--- src/common/astx_pkg.sv ---
// Package for the asynchronous serial transmitter with break support
package astx_pkg;
  // Register offsets (byte addresses)
  localparam logic [3:0] ADDR_TX_CTRL   = 4'h0;
  localparam logic [3:0] ADDR_RX_CTRL   = 4'h1;
  localparam logic [3:0] ADDR_TX_HOLD   = 4'h2;
  localparam logic [3:0] ADDR_RX_DATA   = 4'h3;
  localparam logic [3:0] ADDR_FLAGS     = 4'h4;
  localparam logic [3:0] ADDR_IRQ_EN    = 4'h5;
  localparam logic [3:0] ADDR_BAUD_LO   = 4'h6;
  localparam logic [3:0] ADDR_BAUD_HI   = 4'h7;
  localparam logic [3:0] ADDR_BAUD_CFG  = 4'h8;
  localparam logic [3:0] ADDR_RX_STAT   = 4'h9;
  // Transmit control/status fields
  localparam int TXC_NINTH_DATA = 0;
  localparam int TXC_SHIFT_EMPTY = 1;
  localparam int TXC_SEND_BREAK = 3;
  localparam int TXC_SYNC_SEL   = 4;
  localparam int TXC_TX_ENABLE  = 5;
  localparam int TXC_NINE_BIT   = 6;
  // Receive control fields
  localparam int RXC_PORT_EN    = 7;
  // Flag/enable fields
  localparam int FLG_TX_EMPTY   = 4;
  localparam int FLG_RX_DONE    = 5;
  // Receive status and baud configuration fields
  localparam int RXS_FRAME_ERR  = 2;
  localparam int BCFG_WIDE      = 3;
  // Reset values
  localparam logic [7:0] TXC_RESET  = 8'h02;
  localparam logic [7:0] ZERO_BYTE  = 8'h00;
  // Character geometry
  localparam logic [3:0] BREAK_ZEROS = 4'hC;
  localparam logic [3:0] DATA_BITS_8 = 4'h8;
  localparam logic [3:0] DATA_BITS_9 = 4'h9;
  // Write-to-flag latency: flag valid in second cycle after write
  localparam int FLAG_LAG_CYCLES = 2;

  // Transmit state machine
  typedef enum logic [3:0] {
    ASTX_IDLE  = 4'b0001,
    ASTX_START = 4'b0010,
    ASTX_DATA  = 4'b0100,
    ASTX_STOP  = 4'b1000
  } astx_state_t;

  // Register bus request
  typedef struct packed {
    logic       wr;
    logic       rd;
    logic [3:0] addr;
    logic [7:0] wdata;
  } astx_bus_req_t;

  // Receive-side status presented by the receiver path
  typedef struct packed {
    logic       done;
    logic       frame_err;
    logic [7:0] data;
  } astx_rx_stat_t;
endpackage

--- src/core/astx_baud_gen.sv ---
// Baud tick generator, 8-bit or 16-bit divisor
`timescale 1ns/100ps
module astx_baud_gen
  import astx_pkg::*;
(
  // Clock and reset
  input  wire logic        clk,
  input  wire logic        reset,
  // Control
  input  wire logic        run,
  input  wire logic        wide,
  input  wire logic [15:0] divisor,
  // Tick out
  output logic             tick
);
  logic [15:0] count_r;
  logic [15:0] limit;

  // Narrow mode ignores the high divisor byte
  assign limit = wide ? divisor : {8'h00, divisor[7:0]};

  // Tick while the count sits at the limit; a registered tick would stretch the first bit by a cycle
  assign tick = run & (count_r >= limit);

  // Counter restarts whenever the transmitter is not running
  always_ff @(posedge clk or posedge reset) begin
    if (reset) begin
      count_r <= 16'h0000;
    end else if (!run || tick) begin
      count_r <= 16'h0000;
    end else begin
      count_r <= count_r + 16'h0001;
    end
  end
endmodule

--- src/core/astx_core.sv ---
// Asynchronous serial transmitter with break generation and register port
//
// Local design decisions: the placing of the registers and the strobed register port.
`timescale 1ns/100ps
// Notes on behaviour
// Line NRZ, idles at mark level
// Start, eight or nine data, stop
// Each bit lasts one baud period
// Data sent least significant bit first
// Shared format and baud, independent halves
// No hardware parity; ninth bit carries it
// Transmit needs enable, async, port enable
// Port enable drives transmit pin output
// Port enable forces receive pin input
// Holding write starts or queues character
// Queued char moves right after stop
// Empty flag set unless char queued
// Empty flag valid second cycle after write
// Empty flag read-only to software
// Flag ignores enable; request gated
// Software clears enable at last character
// Break: start, twelve zeros, stop
// Write during send-break starts break
// Send-break self-clears after break stop
// Shift-empty bit tracks break too
// Header: dummy write then sync write
// Break seen: done, framing error, zero
module astx_core
  import astx_pkg::*;
(
  // Clock and reset
  input  wire logic          clk,
  input  wire logic          reset,
  // Register port
  input  wire astx_bus_req_t bus_req,
  output logic [7:0]         rdata,
  // Receiver path status
  input  wire astx_rx_stat_t rx_stat,
  // Pins
  input  wire logic          serial_in_pin_i,
  output logic               serial_out_pin_o,
  output logic               serial_out_pin_oe,
  output logic               serial_in_pin_oe,
  // Port latch pass-through when serial port is off
  input  wire logic          tx_latch,
  input  wire logic          tx_dir_bit,
  input  wire logic          rx_latch,
  input  wire logic          rx_dir_bit,
  output logic               serial_in_pin_o,
  // Status outputs
  output logic               transmit_buffer_empty_flag,
  output logic               tx_irq,
  output logic               break_received
);
  // Control registers
  logic [7:0]  tx_ctrl_r;
  logic [7:0]  rx_ctrl_r;
  logic [7:0]  irq_en_r;
  logic [7:0]  baud_lo_r;
  logic [7:0]  baud_hi_r;
  logic [7:0]  baud_cfg_r;
  // Holding buffer
  logic [7:0]  hold_data_r;
  logic        hold_ninth_r;
  logic        hold_full_r;
  logic        hold_break_r;
  // Shift register and sequencing
  astx_state_t state_r;
  logic [8:0]  shift_r;
  logic [3:0]  bit_cnt_r;
  logic [3:0]  bit_total_r;
  logic        shift_is_break_r;
  logic        line_r;
  // Flag lag pipe and sampled receive pin
  logic [1:0]  wr_lag_r;
  logic        pin_in_r;

  logic transmit_enable;
  logic serial_port_enable;
  logic send_break_request;
  logic tx_active;
  logic baud_tick;
  logic hold_wr;
  logic load_shift;
  logic stop_done;

  // Field decode used by several processes
  function automatic logic is_reg(input logic [3:0] a, input logic [3:0] r);
    is_reg = (a == r);
  endfunction

  assign transmit_enable    = tx_ctrl_r[TXC_TX_ENABLE];
  assign serial_port_enable = rx_ctrl_r[RXC_PORT_EN];
  assign send_break_request = tx_ctrl_r[TXC_SEND_BREAK];
  assign tx_active = transmit_enable & ~tx_ctrl_r[TXC_SYNC_SEL] & serial_port_enable;
  assign hold_wr   = bus_req.wr & is_reg(bus_req.addr, ADDR_TX_HOLD) & tx_active;
  // Load when shifter idle, or in the cycle the stop bit completes
  assign stop_done  = (state_r == ASTX_STOP) & baud_tick;
  assign load_shift = hold_full_r & ((state_r == ASTX_IDLE) | stop_done);

  // Shared baud generator; one divisor for both halves
  astx_baud_gen u_baud (
    .clk     (clk),
    .reset   (reset),
    .run     (tx_active & (state_r != ASTX_IDLE)),
    .wide    (baud_cfg_r[BCFG_WIDE]),
    .divisor ({baud_hi_r, baud_lo_r}),
    .tick    (baud_tick)
  );

  // Software-writable control registers; shift-empty bit kept by hardware
  always_ff @(posedge clk or posedge reset) begin
    if (reset) begin
      tx_ctrl_r  <= TXC_RESET;
      rx_ctrl_r  <= ZERO_BYTE;
      irq_en_r   <= ZERO_BYTE;
      baud_lo_r  <= ZERO_BYTE;
      baud_hi_r  <= ZERO_BYTE;
      baud_cfg_r <= ZERO_BYTE;
    end else begin
      if (bus_req.wr && is_reg(bus_req.addr, ADDR_TX_CTRL)) begin
        tx_ctrl_r[TXC_NINTH_DATA] <= bus_req.wdata[TXC_NINTH_DATA];
        tx_ctrl_r[TXC_SYNC_SEL]   <= bus_req.wdata[TXC_SYNC_SEL];
        tx_ctrl_r[TXC_TX_ENABLE]  <= bus_req.wdata[TXC_TX_ENABLE];
        tx_ctrl_r[TXC_NINE_BIT]   <= bus_req.wdata[TXC_NINE_BIT];
        tx_ctrl_r[7]              <= bus_req.wdata[7];
        tx_ctrl_r[2]              <= bus_req.wdata[2];
      end
      // Hardware clear after break stop wins over a software write
      if (stop_done && shift_is_break_r) begin
        tx_ctrl_r[TXC_SEND_BREAK] <= 1'b0;
      end else if (bus_req.wr && is_reg(bus_req.addr, ADDR_TX_CTRL)) begin
        tx_ctrl_r[TXC_SEND_BREAK] <= bus_req.wdata[TXC_SEND_BREAK];
      end
      tx_ctrl_r[TXC_SHIFT_EMPTY] <= (state_r == ASTX_IDLE) & ~load_shift;
      if (bus_req.wr && is_reg(bus_req.addr, ADDR_RX_CTRL)) begin
        rx_ctrl_r <= bus_req.wdata;
      end
      if (bus_req.wr && is_reg(bus_req.addr, ADDR_IRQ_EN)) begin
        irq_en_r <= bus_req.wdata;
      end
      if (bus_req.wr && is_reg(bus_req.addr, ADDR_BAUD_LO)) begin
        baud_lo_r <= bus_req.wdata;
      end
      if (bus_req.wr && is_reg(bus_req.addr, ADDR_BAUD_HI)) begin
        baud_hi_r <= bus_req.wdata;
      end
      if (bus_req.wr && is_reg(bus_req.addr, ADDR_BAUD_CFG)) begin
        baud_cfg_r <= bus_req.wdata;
      end
    end
  end

  // Holding buffer; a write while full overwrites the queued character
  always_ff @(posedge clk or posedge reset) begin
    if (reset) begin
      hold_data_r  <= ZERO_BYTE;
      hold_ninth_r <= 1'b0;
      hold_full_r  <= 1'b0;
      hold_break_r <= 1'b0;
    end else if (!tx_active) begin
      hold_full_r  <= 1'b0;
      hold_break_r <= 1'b0;
    end else if (hold_wr) begin
      hold_data_r  <= bus_req.wdata;
      hold_ninth_r <= tx_ctrl_r[TXC_NINTH_DATA];
      hold_full_r  <= 1'b1;
      // Break only if not already owed by the shifter
      hold_break_r <= send_break_request & ~shift_is_break_r &
                      ~(hold_full_r & hold_break_r);
    end else if (load_shift) begin
      hold_full_r  <= 1'b0;
      hold_break_r <= 1'b0;
    end
  end

  // Transmit sequencer: start, data or break zeros, one stop bit
  always_ff @(posedge clk or posedge reset) begin
    if (reset) begin
      state_r          <= ASTX_IDLE;
      shift_r          <= 9'h000;
      bit_cnt_r        <= 4'h0;
      bit_total_r      <= DATA_BITS_8;
      shift_is_break_r <= 1'b0;
    end else if (!tx_active) begin
      state_r          <= ASTX_IDLE;
      shift_is_break_r <= 1'b0;
    end else if (load_shift) begin
      state_r          <= ASTX_START;
      bit_cnt_r        <= 4'h0;
      shift_is_break_r <= hold_break_r;
      if (hold_break_r) begin
        shift_r     <= 9'h000;
        bit_total_r <= BREAK_ZEROS;
      end else begin
        shift_r     <= {hold_ninth_r, hold_data_r};
        bit_total_r <= tx_ctrl_r[TXC_NINE_BIT] ? DATA_BITS_9 : DATA_BITS_8;
      end
    end else if (baud_tick) begin
      case (state_r)
        ASTX_START: begin
          state_r <= ASTX_DATA;
        end
        ASTX_DATA: begin
          shift_r   <= {1'b0, shift_r[8:1]};
          bit_cnt_r <= bit_cnt_r + 4'h1;
          if (bit_cnt_r == bit_total_r - 4'h1) begin
            state_r <= ASTX_STOP;
          end
        end
        ASTX_STOP: begin
          state_r          <= ASTX_IDLE;
          shift_is_break_r <= 1'b0;
        end
        default: begin
          state_r <= ASTX_IDLE;
        end
      endcase
    end
  end

  // Line level from the sequencer; mark whenever idle
  always_ff @(posedge clk or posedge reset) begin
    if (reset) begin
      line_r <= 1'b1;
    end else begin
      case (state_r)
        ASTX_START: line_r <= 1'b0;
        ASTX_DATA:  line_r <= shift_r[0];
        default:    line_r <= 1'b1;
      endcase
    end
  end

  // Pin ownership: serial logic overrides port direction when enabled
  always_ff @(posedge clk or posedge reset) begin
    if (reset) begin
      serial_out_pin_o  <= 1'b1;
      serial_out_pin_oe <= 1'b0;
      serial_in_pin_o   <= 1'b0;
      serial_in_pin_oe  <= 1'b0;
      pin_in_r          <= 1'b1;
    end else begin
      pin_in_r <= serial_in_pin_i;
      if (serial_port_enable) begin
        serial_out_pin_o  <= line_r;
        serial_out_pin_oe <= 1'b1;
        serial_in_pin_o   <= 1'b0;
        serial_in_pin_oe  <= 1'b0;
      end else begin
        serial_out_pin_o  <= tx_latch;
        serial_out_pin_oe <= ~tx_dir_bit;
        serial_in_pin_o   <= rx_latch;
        serial_in_pin_oe  <= ~rx_dir_bit;
      end
    end
  end

  // Write lag so the flag settles two cycles after a holding write
  always_ff @(posedge clk or posedge reset) begin
    if (reset) begin
      wr_lag_r <= 2'b00;
    end else begin
      wr_lag_r <= {wr_lag_r[0], hold_wr};
    end
  end

  // Empty flag from buffer state, or from transmit enable while inactive; no software path
  always_ff @(posedge clk or posedge reset) begin
    if (reset) begin
      transmit_buffer_empty_flag <= 1'b0;
      tx_irq                     <= 1'b0;
    end else begin
      if (!tx_active) begin
        transmit_buffer_empty_flag <= transmit_enable;
      end else if (wr_lag_r != 2'b00) begin
        transmit_buffer_empty_flag <= transmit_buffer_empty_flag;
      end else begin
        transmit_buffer_empty_flag <= ~hold_full_r;
      end
      tx_irq <= transmit_buffer_empty_flag & irq_en_r[FLG_TX_EMPTY];
    end
  end

  // Break detection on received status
  always_ff @(posedge clk or posedge reset) begin
    if (reset) begin
      break_received <= 1'b0;
    end else begin
      break_received <= rx_stat.done & rx_stat.frame_err & (rx_stat.data == ZERO_BYTE);
    end
  end

  // Read data one cycle after the strobe; unmapped reads zero
  always_ff @(posedge clk or posedge reset) begin
    if (reset) begin
      rdata <= ZERO_BYTE;
    end else if (!bus_req.rd) begin
      rdata <= ZERO_BYTE;
    end else if (is_reg(bus_req.addr, ADDR_TX_CTRL)) begin
      rdata <= tx_ctrl_r;
    end else if (is_reg(bus_req.addr, ADDR_RX_CTRL)) begin
      rdata <= rx_ctrl_r;
    end else if (is_reg(bus_req.addr, ADDR_RX_DATA)) begin
      rdata <= rx_stat.data;
    end else if (is_reg(bus_req.addr, ADDR_FLAGS)) begin
      rdata <= {2'b00, rx_stat.done, transmit_buffer_empty_flag, 4'h0};
    end else if (is_reg(bus_req.addr, ADDR_IRQ_EN)) begin
      rdata <= irq_en_r;
    end else if (is_reg(bus_req.addr, ADDR_BAUD_LO)) begin
      rdata <= baud_lo_r;
    end else if (is_reg(bus_req.addr, ADDR_BAUD_HI)) begin
      rdata <= baud_hi_r;
    end else if (is_reg(bus_req.addr, ADDR_BAUD_CFG)) begin
      rdata <= baud_cfg_r;
    end else if (is_reg(bus_req.addr, ADDR_RX_STAT)) begin
      rdata <= {5'h00, rx_stat.frame_err, 1'b0, pin_in_r};
    end else begin
      rdata <= ZERO_BYTE;
    end
  end
endmodule

--- config.mk ---
export PLATFORM = sky130hd
export DESIGN_NAME = astx_core
export DESIGN_NICKNAME = d
export VERILOG_FILES = /design/src/common/astx_pkg.sv /design/src/core/astx_baud_gen.sv /design/src/core/astx_core.sv
export SDC_FILE = /design/constraint.sdc
export NUM_CORES = 1
export LEC_CHECK = 0
export BUFFER_PORTS_ARGS = -buffer_cell sky130_fd_sc_hd__buf_4
export CAP_MARGIN = 0
export CELL_PAD_IN_SITES_DETAIL_PLACEMENT = 0
export CELL_PAD_IN_SITES_GLOBAL_PLACEMENT = 2
export CORE_MARGIN = 5
export CORE_UTILIZATION = 27
export DETAILED_ROUTE_END_ITERATION = 16
export PLACE_DENSITY = 0.68
export SETUP_SLACK_MARGIN = 0.1
export SYNTH_ARGS = -nofsm -noshare
export SYNTH_HDL_FRONTEND = slang
export SYNTH_HIERARCHICAL = 1
export SYNTH_SLANG_ARGS = --single-unit
--- constraint.sdc ---
create_clock -name clk -period 9.25 [get_ports clk]
set_clock_uncertainty 0.05 [all_clocks]
set_input_delay 1.85 -clock clk [delete_from_list [all_inputs] [get_ports clk]]
set_output_delay 1.85 -clock clk [all_outputs]
set_load 0.005 [all_outputs]
==> results of run 1 <==
## metal layers
layer  part of all wire  vias to the layer above
met5                  0                        -
met4              0.016                        0
met3              0.042                       16
met2               0.46                       99
met1               0.48                     2177
li1                   -                     2128
## stage by stage
stage               std cells  setup slack [ns]
finish                    896              5.61
global placement          864              5.62
CTS                       896              5.56
detailed placement        864              5.58
floorplan                 556              4.80
global route              896              5.35
## power breakdown
part	leakage [uW]	internal, uW	switching, uW
Clock	0.000276	376	256
Sequential	0.00148	558	49.7
Combinational	0.00142	96.0	98.5
## worst max-delay path by stage
stage | startpoint | to | slack (ns)
after floorplan | reset | baud_cfg_r[0] | 4.80
after global placement | baud_cfg_r[3] | bit_cnt_r[1] | 5.62
after detailed placement | baud_cfg_r[3] | bit_cnt_r[0] | 5.58
after CTS | baud_cfg_r[3] | bit_cnt_r[0] | 5.56
after global routing | baud_cfg_r[3] | bit_cnt_r[1] | 5.35
final | baud_cfg_r[3] | bit_cnt_r[1] | 5.61
## area by class of cell
type	count	area [um^2]	share of cell area
clock buffer	17	425	0.0588
sequential	114	2860	0.395
timing repair buffer	47	353	0.0488
clock inverter	15	146	0.0202
inverter	26	100	0.0138
tap	285	357	0.0493
multi-input combinational	392	3000	0.414
## worst max-delay path, stage by stage (launching register included)
cell,delay [ns]
sky130_fd_sc_hd__dfrtp_1,0.57
sky130_fd_sc_hd__nand2_1,0.12
sky130_fd_sc_hd__ha_1,0.33
sky130_fd_sc_hd__and4_1,0.25
sky130_fd_sc_hd__nand3_1,0.11
sky130_fd_sc_hd__o31ai_2,0.25
sky130_fd_sc_hd__buf_4,0.26
sky130_fd_sc_hd__o21a_1,0.35
sky130_fd_sc_hd__and3b_4,0.28
sky130_fd_sc_hd__o211ai_4,0.21
sky130_fd_sc_hd__a21oi_2,0.54
sky130_fd_sc_hd__o22ai_1,0.16
## sequential cells by signal (all words and copies together) (netlist names), 2 cells and up
name            count
baud_cfg_r          8
baud_lo_r           8
bit_total_r         2
u_baud/count_r     16
rx_ctrl_r           8
wr_lag_r            2
rdata               8
baud_hi_r           8
shift_r             9
bit_cnt_r           4
tx_ctrl_r           8
hold_data_r         8
irq_en_r            8
state_r             4
## kinds of logic after synthesis
logic type      after synthesis
compound gates              105
xor+xnor                     15
fa+ha+maj                    19
buf+inv                      50
flops                       114
mux                          64
simple gates                189
## placed cells by master (no fill, tap or decap), drive strengths merged, types with 4 or more instances in the layout
master,count
a21oi,30
a221oi,5
a2bb2oi,10
a31oi,4
and2,6
and3,4
and3b,6
buf,47
clkbuf,17
clkinv,5
dfrtp,109
dfstp,5
ha,19
inv,33
mux2,55
mux2i,9
nand2,47
nand2b,8
nand3,13
nand3b,6
nand4,6
nand4b,4
nand4bb,7
nor2,15
nor2b,17
nor3,31
o211ai,5
o21ai,17
o22ai,10
xnor2,4
xor2,11
==> run metrics, run 1 <==
outcome finished clean; total wirelength of the detailed-routed design ~16,000 um; most used standard cell by instance count after synthesis sky130_fd_sc_hd__dfrtp_1; total power of the final layout around 1400 uW; path category of the worst min-delay check reg -> reg; signed area change from the synthesized netlist to the final layout 18.9%; share of cell area taken by muxes after synthesis 0.126; detailed-placement wirelength estimate 11,700 um; type of the worst setup path reg -> reg; Startpoint Class flop; share of the core filled with cells in the final layout 0.323; peak supply drop around 0.12 mV; cell area after layout just over 7000 um^2; most frequently used flop master after synthesis sky130_fd_sc_hd__dfrtp_1; r2r endpoint bit_cnt_r[1]; number of cells traversed by the worst register-to-register path 11; DR DRC count 0; synth top area cells sky130_fd_sc_hd__dfrtp_1, sky130_fd_sc_hd__mux2_2, sky130_fd_sc_hd__mux2_4; fraction of post-synthesis cell area in the top cell type by area 0.448; area enclosed by the die boundary around 26,000 um^2; via total after detailed routing ~4.4k; sum of negative setup slack 0 ns; number of synthesis warnings 6; Static Leakage 0.00318 uW; minimum setup slack among reg-to-reg paths 5.61 ns; effective utilization at floorplan 0.271; Clk pin slew, worst setup/hold paths around 0.060 ns; Final Hold Violating Endpoints 0; Required @ worst endpoint ~9.5 ns; Synth top cells by count sky130_fd_sc_hd__dfrtp_1, sky130_fd_sc_hd__nand2_1, sky130_fd_sc_hd__mux2_2, sky130_fd_sc_hd__nor3_1, sky130_fd_sc_hd__a21oi_1; Async S/R FF share, synth 1.00; Max Cap Viol 0; root buf cell sky130_fd_sc_hd__clkbuf_16; count of hold buffers inserted by post-cts repair 0; fraction of the mapped netlist area in adder cells 0.0391; Synth Instances 556; worst skew pair latency ~0.42 ns; antenna violations before repair 0; vias in the first global route approximately 4.5k; library cell occupying the most area in the post-synthesis netlist sky130_fd_sc_hd__dfrtp_1; All-Layer GR Usage 0.132; Power per Cell Area just under 200 nW/um^2; number of cells traversed by the worst hold path 0; Sink Count ~110; Cell Area, Synth ~6000 um^2; register bit count reported by yosys about 110; setup repair after global routing missed its margin false; destination of the worst hold path wr_lag_r[1]; largest net degree at the start of global routing 75; CTS tree yes; Placeable Area 22,400 um^2; Max Root-Sink Buffers 2; routing layer with the top usage in global route met2; data arrival time of the critical path 3.86 ns; net count after synthesis a little over 600; Worst Hold Launch wr_lag_r[0]; Initial DRT Pass Iterations 4; parity-gate share of the synthesized area counting xor and xnor cells 0.0216; Critical Path Fanout Max 17; buffer count from post-CTS setup fixing 0; count of flip-flops with a built-in enable after synthesis 0; hold slack final around 0.35 ns; final antenna diode count 0; Filler Cells Inserted about 2.3k; number of port buffers 45; share of the yosys chip area belonging to registers 0.470; CP endpoint kind flop; global-route congestion overflow total 0; mean cell area of the mapped netlist 10.9 um^2; Die Ht 160 um; final count of negative-setup-slack endpoints 0; number of CTS-inserted buffers 17; max-slew violations 0; instance area after placement about 6700 um^2; transition at the pin with the smallest max-transition slack approximately 0.94 ns; horizontal die dimension ~160 um; Synth cell types 75; grt met1 use 0.183; wire length of the first global-routing pass 26,400 um; mean number of vias per cell around 5; fmax 0.275 GHz; share of post-route cells with drive strength above 1 0.268; Row Count 55; worst max-slew margin expressed relative to the limit 0.374; basic-gate share of the synthesized area counting and, or, nand and nor cells 0.187; main combinational cell family by area after synthesis simple AND/OR/NAND/NOR gates; fin nets 648; post-layout min period approximately 3.6 ns; post-CTS resize count 0; Wirelength per Cell 18.3 um; placer congestion estimate 0.827; DRT iter0 DRCs approximately 270; met3 track utilization from global routing 0.0335; number of H-tree levels 4; top-level port count 46; fin crit share 0.394; antenna viol nets, final 0; startpoint of the most critical register-to-register path baud_cfg_r[3]; Synth Area in Compound Gates 0.119; fraction of met2 tracks used by global routing 0.200
No activity file was read; power rests on OpenSTA's default activity.
==> run 2: changes to the inputs <==
==> constraint.sdc (replaced) <==
create_clock -name clk -period 3.7 [get_ports clk]
set_clock_uncertainty 0.05 [all_clocks]
set_input_delay 0.74 -clock clk [delete_from_list [all_inputs] [get_ports clk]]
set_output_delay 0.74 -clock clk [all_outputs]
set_load 0.005 [all_outputs]
==> run 2 against run 1 <==
Compared with the run above:
- cell count is 0.11% higher
- fmax is 17% higher
- critical path depth down 1
- core utilization is essentially flat
- first-iteration DRC count shrank 13%
- via count grew 0.66%
- die area unchanged
- count of clock-buffer cells in the layout up 1
- combinational power rose to 2.5 times the previous value
- sequential share of layout area about the same
- clock power increased by 140%
- critical endpoint is now shift_r[1]
- highest routed layer unchanged
==> run metrics, run 2 (synthesized netlist as in run 1, its figures left out) <==
detailed-placement wirelength estimate 11,600 um (was 11,700 um); signed area change from the synthesized netlist to the final layout 19.1% (was 18.9%); area enclosed by the die boundary 25,600 um^2 (unchanged); number of buffers and inverters on the critical path 1 (unchanged); global-route congestion overflow total 0 (unchanged); via total after detailed routing 4,449 (was 4,420); outcome finished clean (unchanged); DRT iter0 DRCs 235 (was 269); Wirelength per Cell 18.4 um (was 18.3 um); peak supply drop 0.247 mV (was 0.115 mV); placer congestion estimate 0.820 (was 0.827); Row Count 55 (unchanged); Placeable Area 22,400 um^2 (unchanged); vias in the first global route 4,615 (was 4,496); Regs by FF count u_baud/count_r: 16 flops, shift_r: 9 flops (unchanged); worst skew pair latency 0.42 ns (about the same); buffer count from post-CTS setup fixing 0 (unchanged); final antenna diode count 0 (unchanged); CP endpoint kind flop (unchanged); share of the core filled with cells in the final layout 0.323 (about the same); transition at the pin with the smallest max-transition slack 0.770 ns (was 0.939 ns); fin nets 649 (was 648); Max Root-Sink Buffers 2 (unchanged); setup repair after global routing missed its margin false (unchanged); fmax 0.320 GHz (was 0.275 GHz); peak per-stage delay on the critical path 0.56 ns (was 0.57 ns); sum of negative setup slack 0 ns (unchanged); post-layout min period 3.12 ns (was 3.64 ns); Max Cap Viol 0 (unchanged); Critical Path Fanout Max 15 (was 17); number of standard cells in the final layout excluding fillers 897 (was 896); All-Layer GR Usage 0.132 (about the same); final count of negative-setup-slack endpoints 0 (unchanged); path category of the worst min-delay check reg -> reg (unchanged); fin crit share 0.844 (was 0.394); DR DRC count 0 (unchanged); Power per Cell Area 489 nW/um^2 (was 198 nW/um^2); type of the worst setup path reg -> reg (unchanged); Filler Cells Inserted 2,271 (was 2,278); most frequent cells in the layout sky130_fd_sc_hd__dfrtp_1, sky130_fd_sc_hd__buf_4, sky130_fd_sc_hd__nand2_1 (unchanged); cells along the critical path inv_1, ha_1, nand2b_1, a2111oi_0, o31ai_2, o21a_1, and3b_4, o211ai_4, a21oi_2, a2bb2oi_1 (was nand2_1, ha_1, and4_1, nand3_1, o31ai_2, buf_4, o21a_1, and3b_4, o211ai_4, a21oi_2, o22ai_1); number of flip-flops under the largest register name 16 (unchanged); Initial DRT Pass Iterations 4 (unchanged); antenna viol nets, final 0 (unchanged); root buf cell sky130_fd_sc_hd__clkbuf_16 (unchanged); count of hold buffers inserted by post-cts repair 0 (unchanged); number of CTS-inserted buffers 17 (unchanged); CTS tree yes (unchanged); Static Leakage 0.00319 uW (was 0.00318 uW); effective utilization at floorplan 0.271 (unchanged); Startpoint Class flop (unchanged); crit-path leading delay family compound AO/OA/AOI/OAI gates (unchanged); hold slack final 0.355 ns (was 0.350 ns); total placed cells including tap cells 865 (was 864); horizontal die dimension 160 um (unchanged); Sink Count 114 (unchanged); mean number of vias per cell 4.96 (was 4.93); share of post-route cells with drive strength above 1 0.270 (was 0.268); most common cell after layout, fill and taps aside sky130_fd_sc_hd__dfrtp_1 (unchanged); register ranked first by flip-flop count u_baud/count_r (unchanged); total wirelength of the detailed-routed design 16,500 um (was 16,400 um); number of H-tree levels 4 (unchanged); largest net degree at the start of global routing 99 (was 75); data arrival time of the critical path 3.34 ns (was 3.86 ns); top-level port count 46 (unchanged); post-CTS resize count 0 (unchanged); wire length of the first global-routing pass 26,900 um (was 26,400 um); max-slew violations 0 (unchanged); number of port buffers 45 (unchanged); CP max stage cell sky130_fd_sc_hd__a2111oi_0 (was sky130_fd_sc_hd__dfrtp_1); Final Hold Violating Endpoints 0 (unchanged); Required @ worst endpoint 3.92 ns (was 9.47 ns); antenna violations before repair 0 (unchanged); Clk pin slew, worst setup/hold paths 0.06 ns (about the same); Die Ht 160 um (unchanged); worst max-slew margin expressed relative to the limit 0.487 (was 0.374)
-- run 2: layout make-up --
type	count	area, um^2	area share
repair buffers	48	373	0.0515
clock buffers	18	439	0.0606
well taps	285	357	0.0492
flip-flops and latches	114	2860	0.395
multi-input cells	392	3000	0.414
inverters	26	100	0.0138
clock inverters	14	120	0.0166
-- run 2: where the power goes --
part | leakage, uW | internal [uW] | switching, uW
Combinational | 0.00143 | 242 | 250
Clock | 0.000275 | 892 | 648
Sequential | 0.00148 | 1400 | 116
-- run 2: final timing paths --
path                                   start           endpoint  slack, ns  cells past startpoint
min in group asynchronous              reset  u_baud/count_r[4]       0.37                      2
min reg2reg                      wr_lag_r[0]        wr_lag_r[1]       0.36                      0
max in group asynchronous              reset           rdata[5]       2.78                      3
min                              wr_lag_r[0]        wr_lag_r[1]       0.36                      0
max reg2reg                u_baud/count_r[0]         shift_r[1]       0.58                     10
max                        u_baud/count_r[0]         shift_r[1]       0.58                     10
-- run 2: worst register-to-register path: cells and delay by family, from the launching register on --
kind            cells  cell delay, ns
simple gates        2            0.33
compound gates      6            1.84
fa+ha+maj           1            0.26
buf+inv             1            0.07
flops               1            0.43
-- run 2: per-stage QoR --
step | total power (uW) | setup WS (ns) | area [um^2]
after floorplan | 1820 | 0.356 | 6080
after global placement | 2020 | 0.585 | 6680
after detailed placement | 2030 | 0.556 | 6680
after CTS | 3580 | 0.547 | 7240
after global routing | 3700 | 0.287 | 7240
final | 3540 | 0.576 | 7240
-- run 2: layer usage --
| layer | global-route usage | share of wire | vias to the layer above |
|---|---|---|---|
| met1 | 0.182 | 0.48 | 2191 |
| met5 | 0 | 0 | - |
| li1 | - | - | 2124 |
| met3 | 0.0292 | 0.042 | 25 |
| met4 | 0.0524 | 0.022 | 0 |
| met2 | 0.202 | 0.46 | 109 |
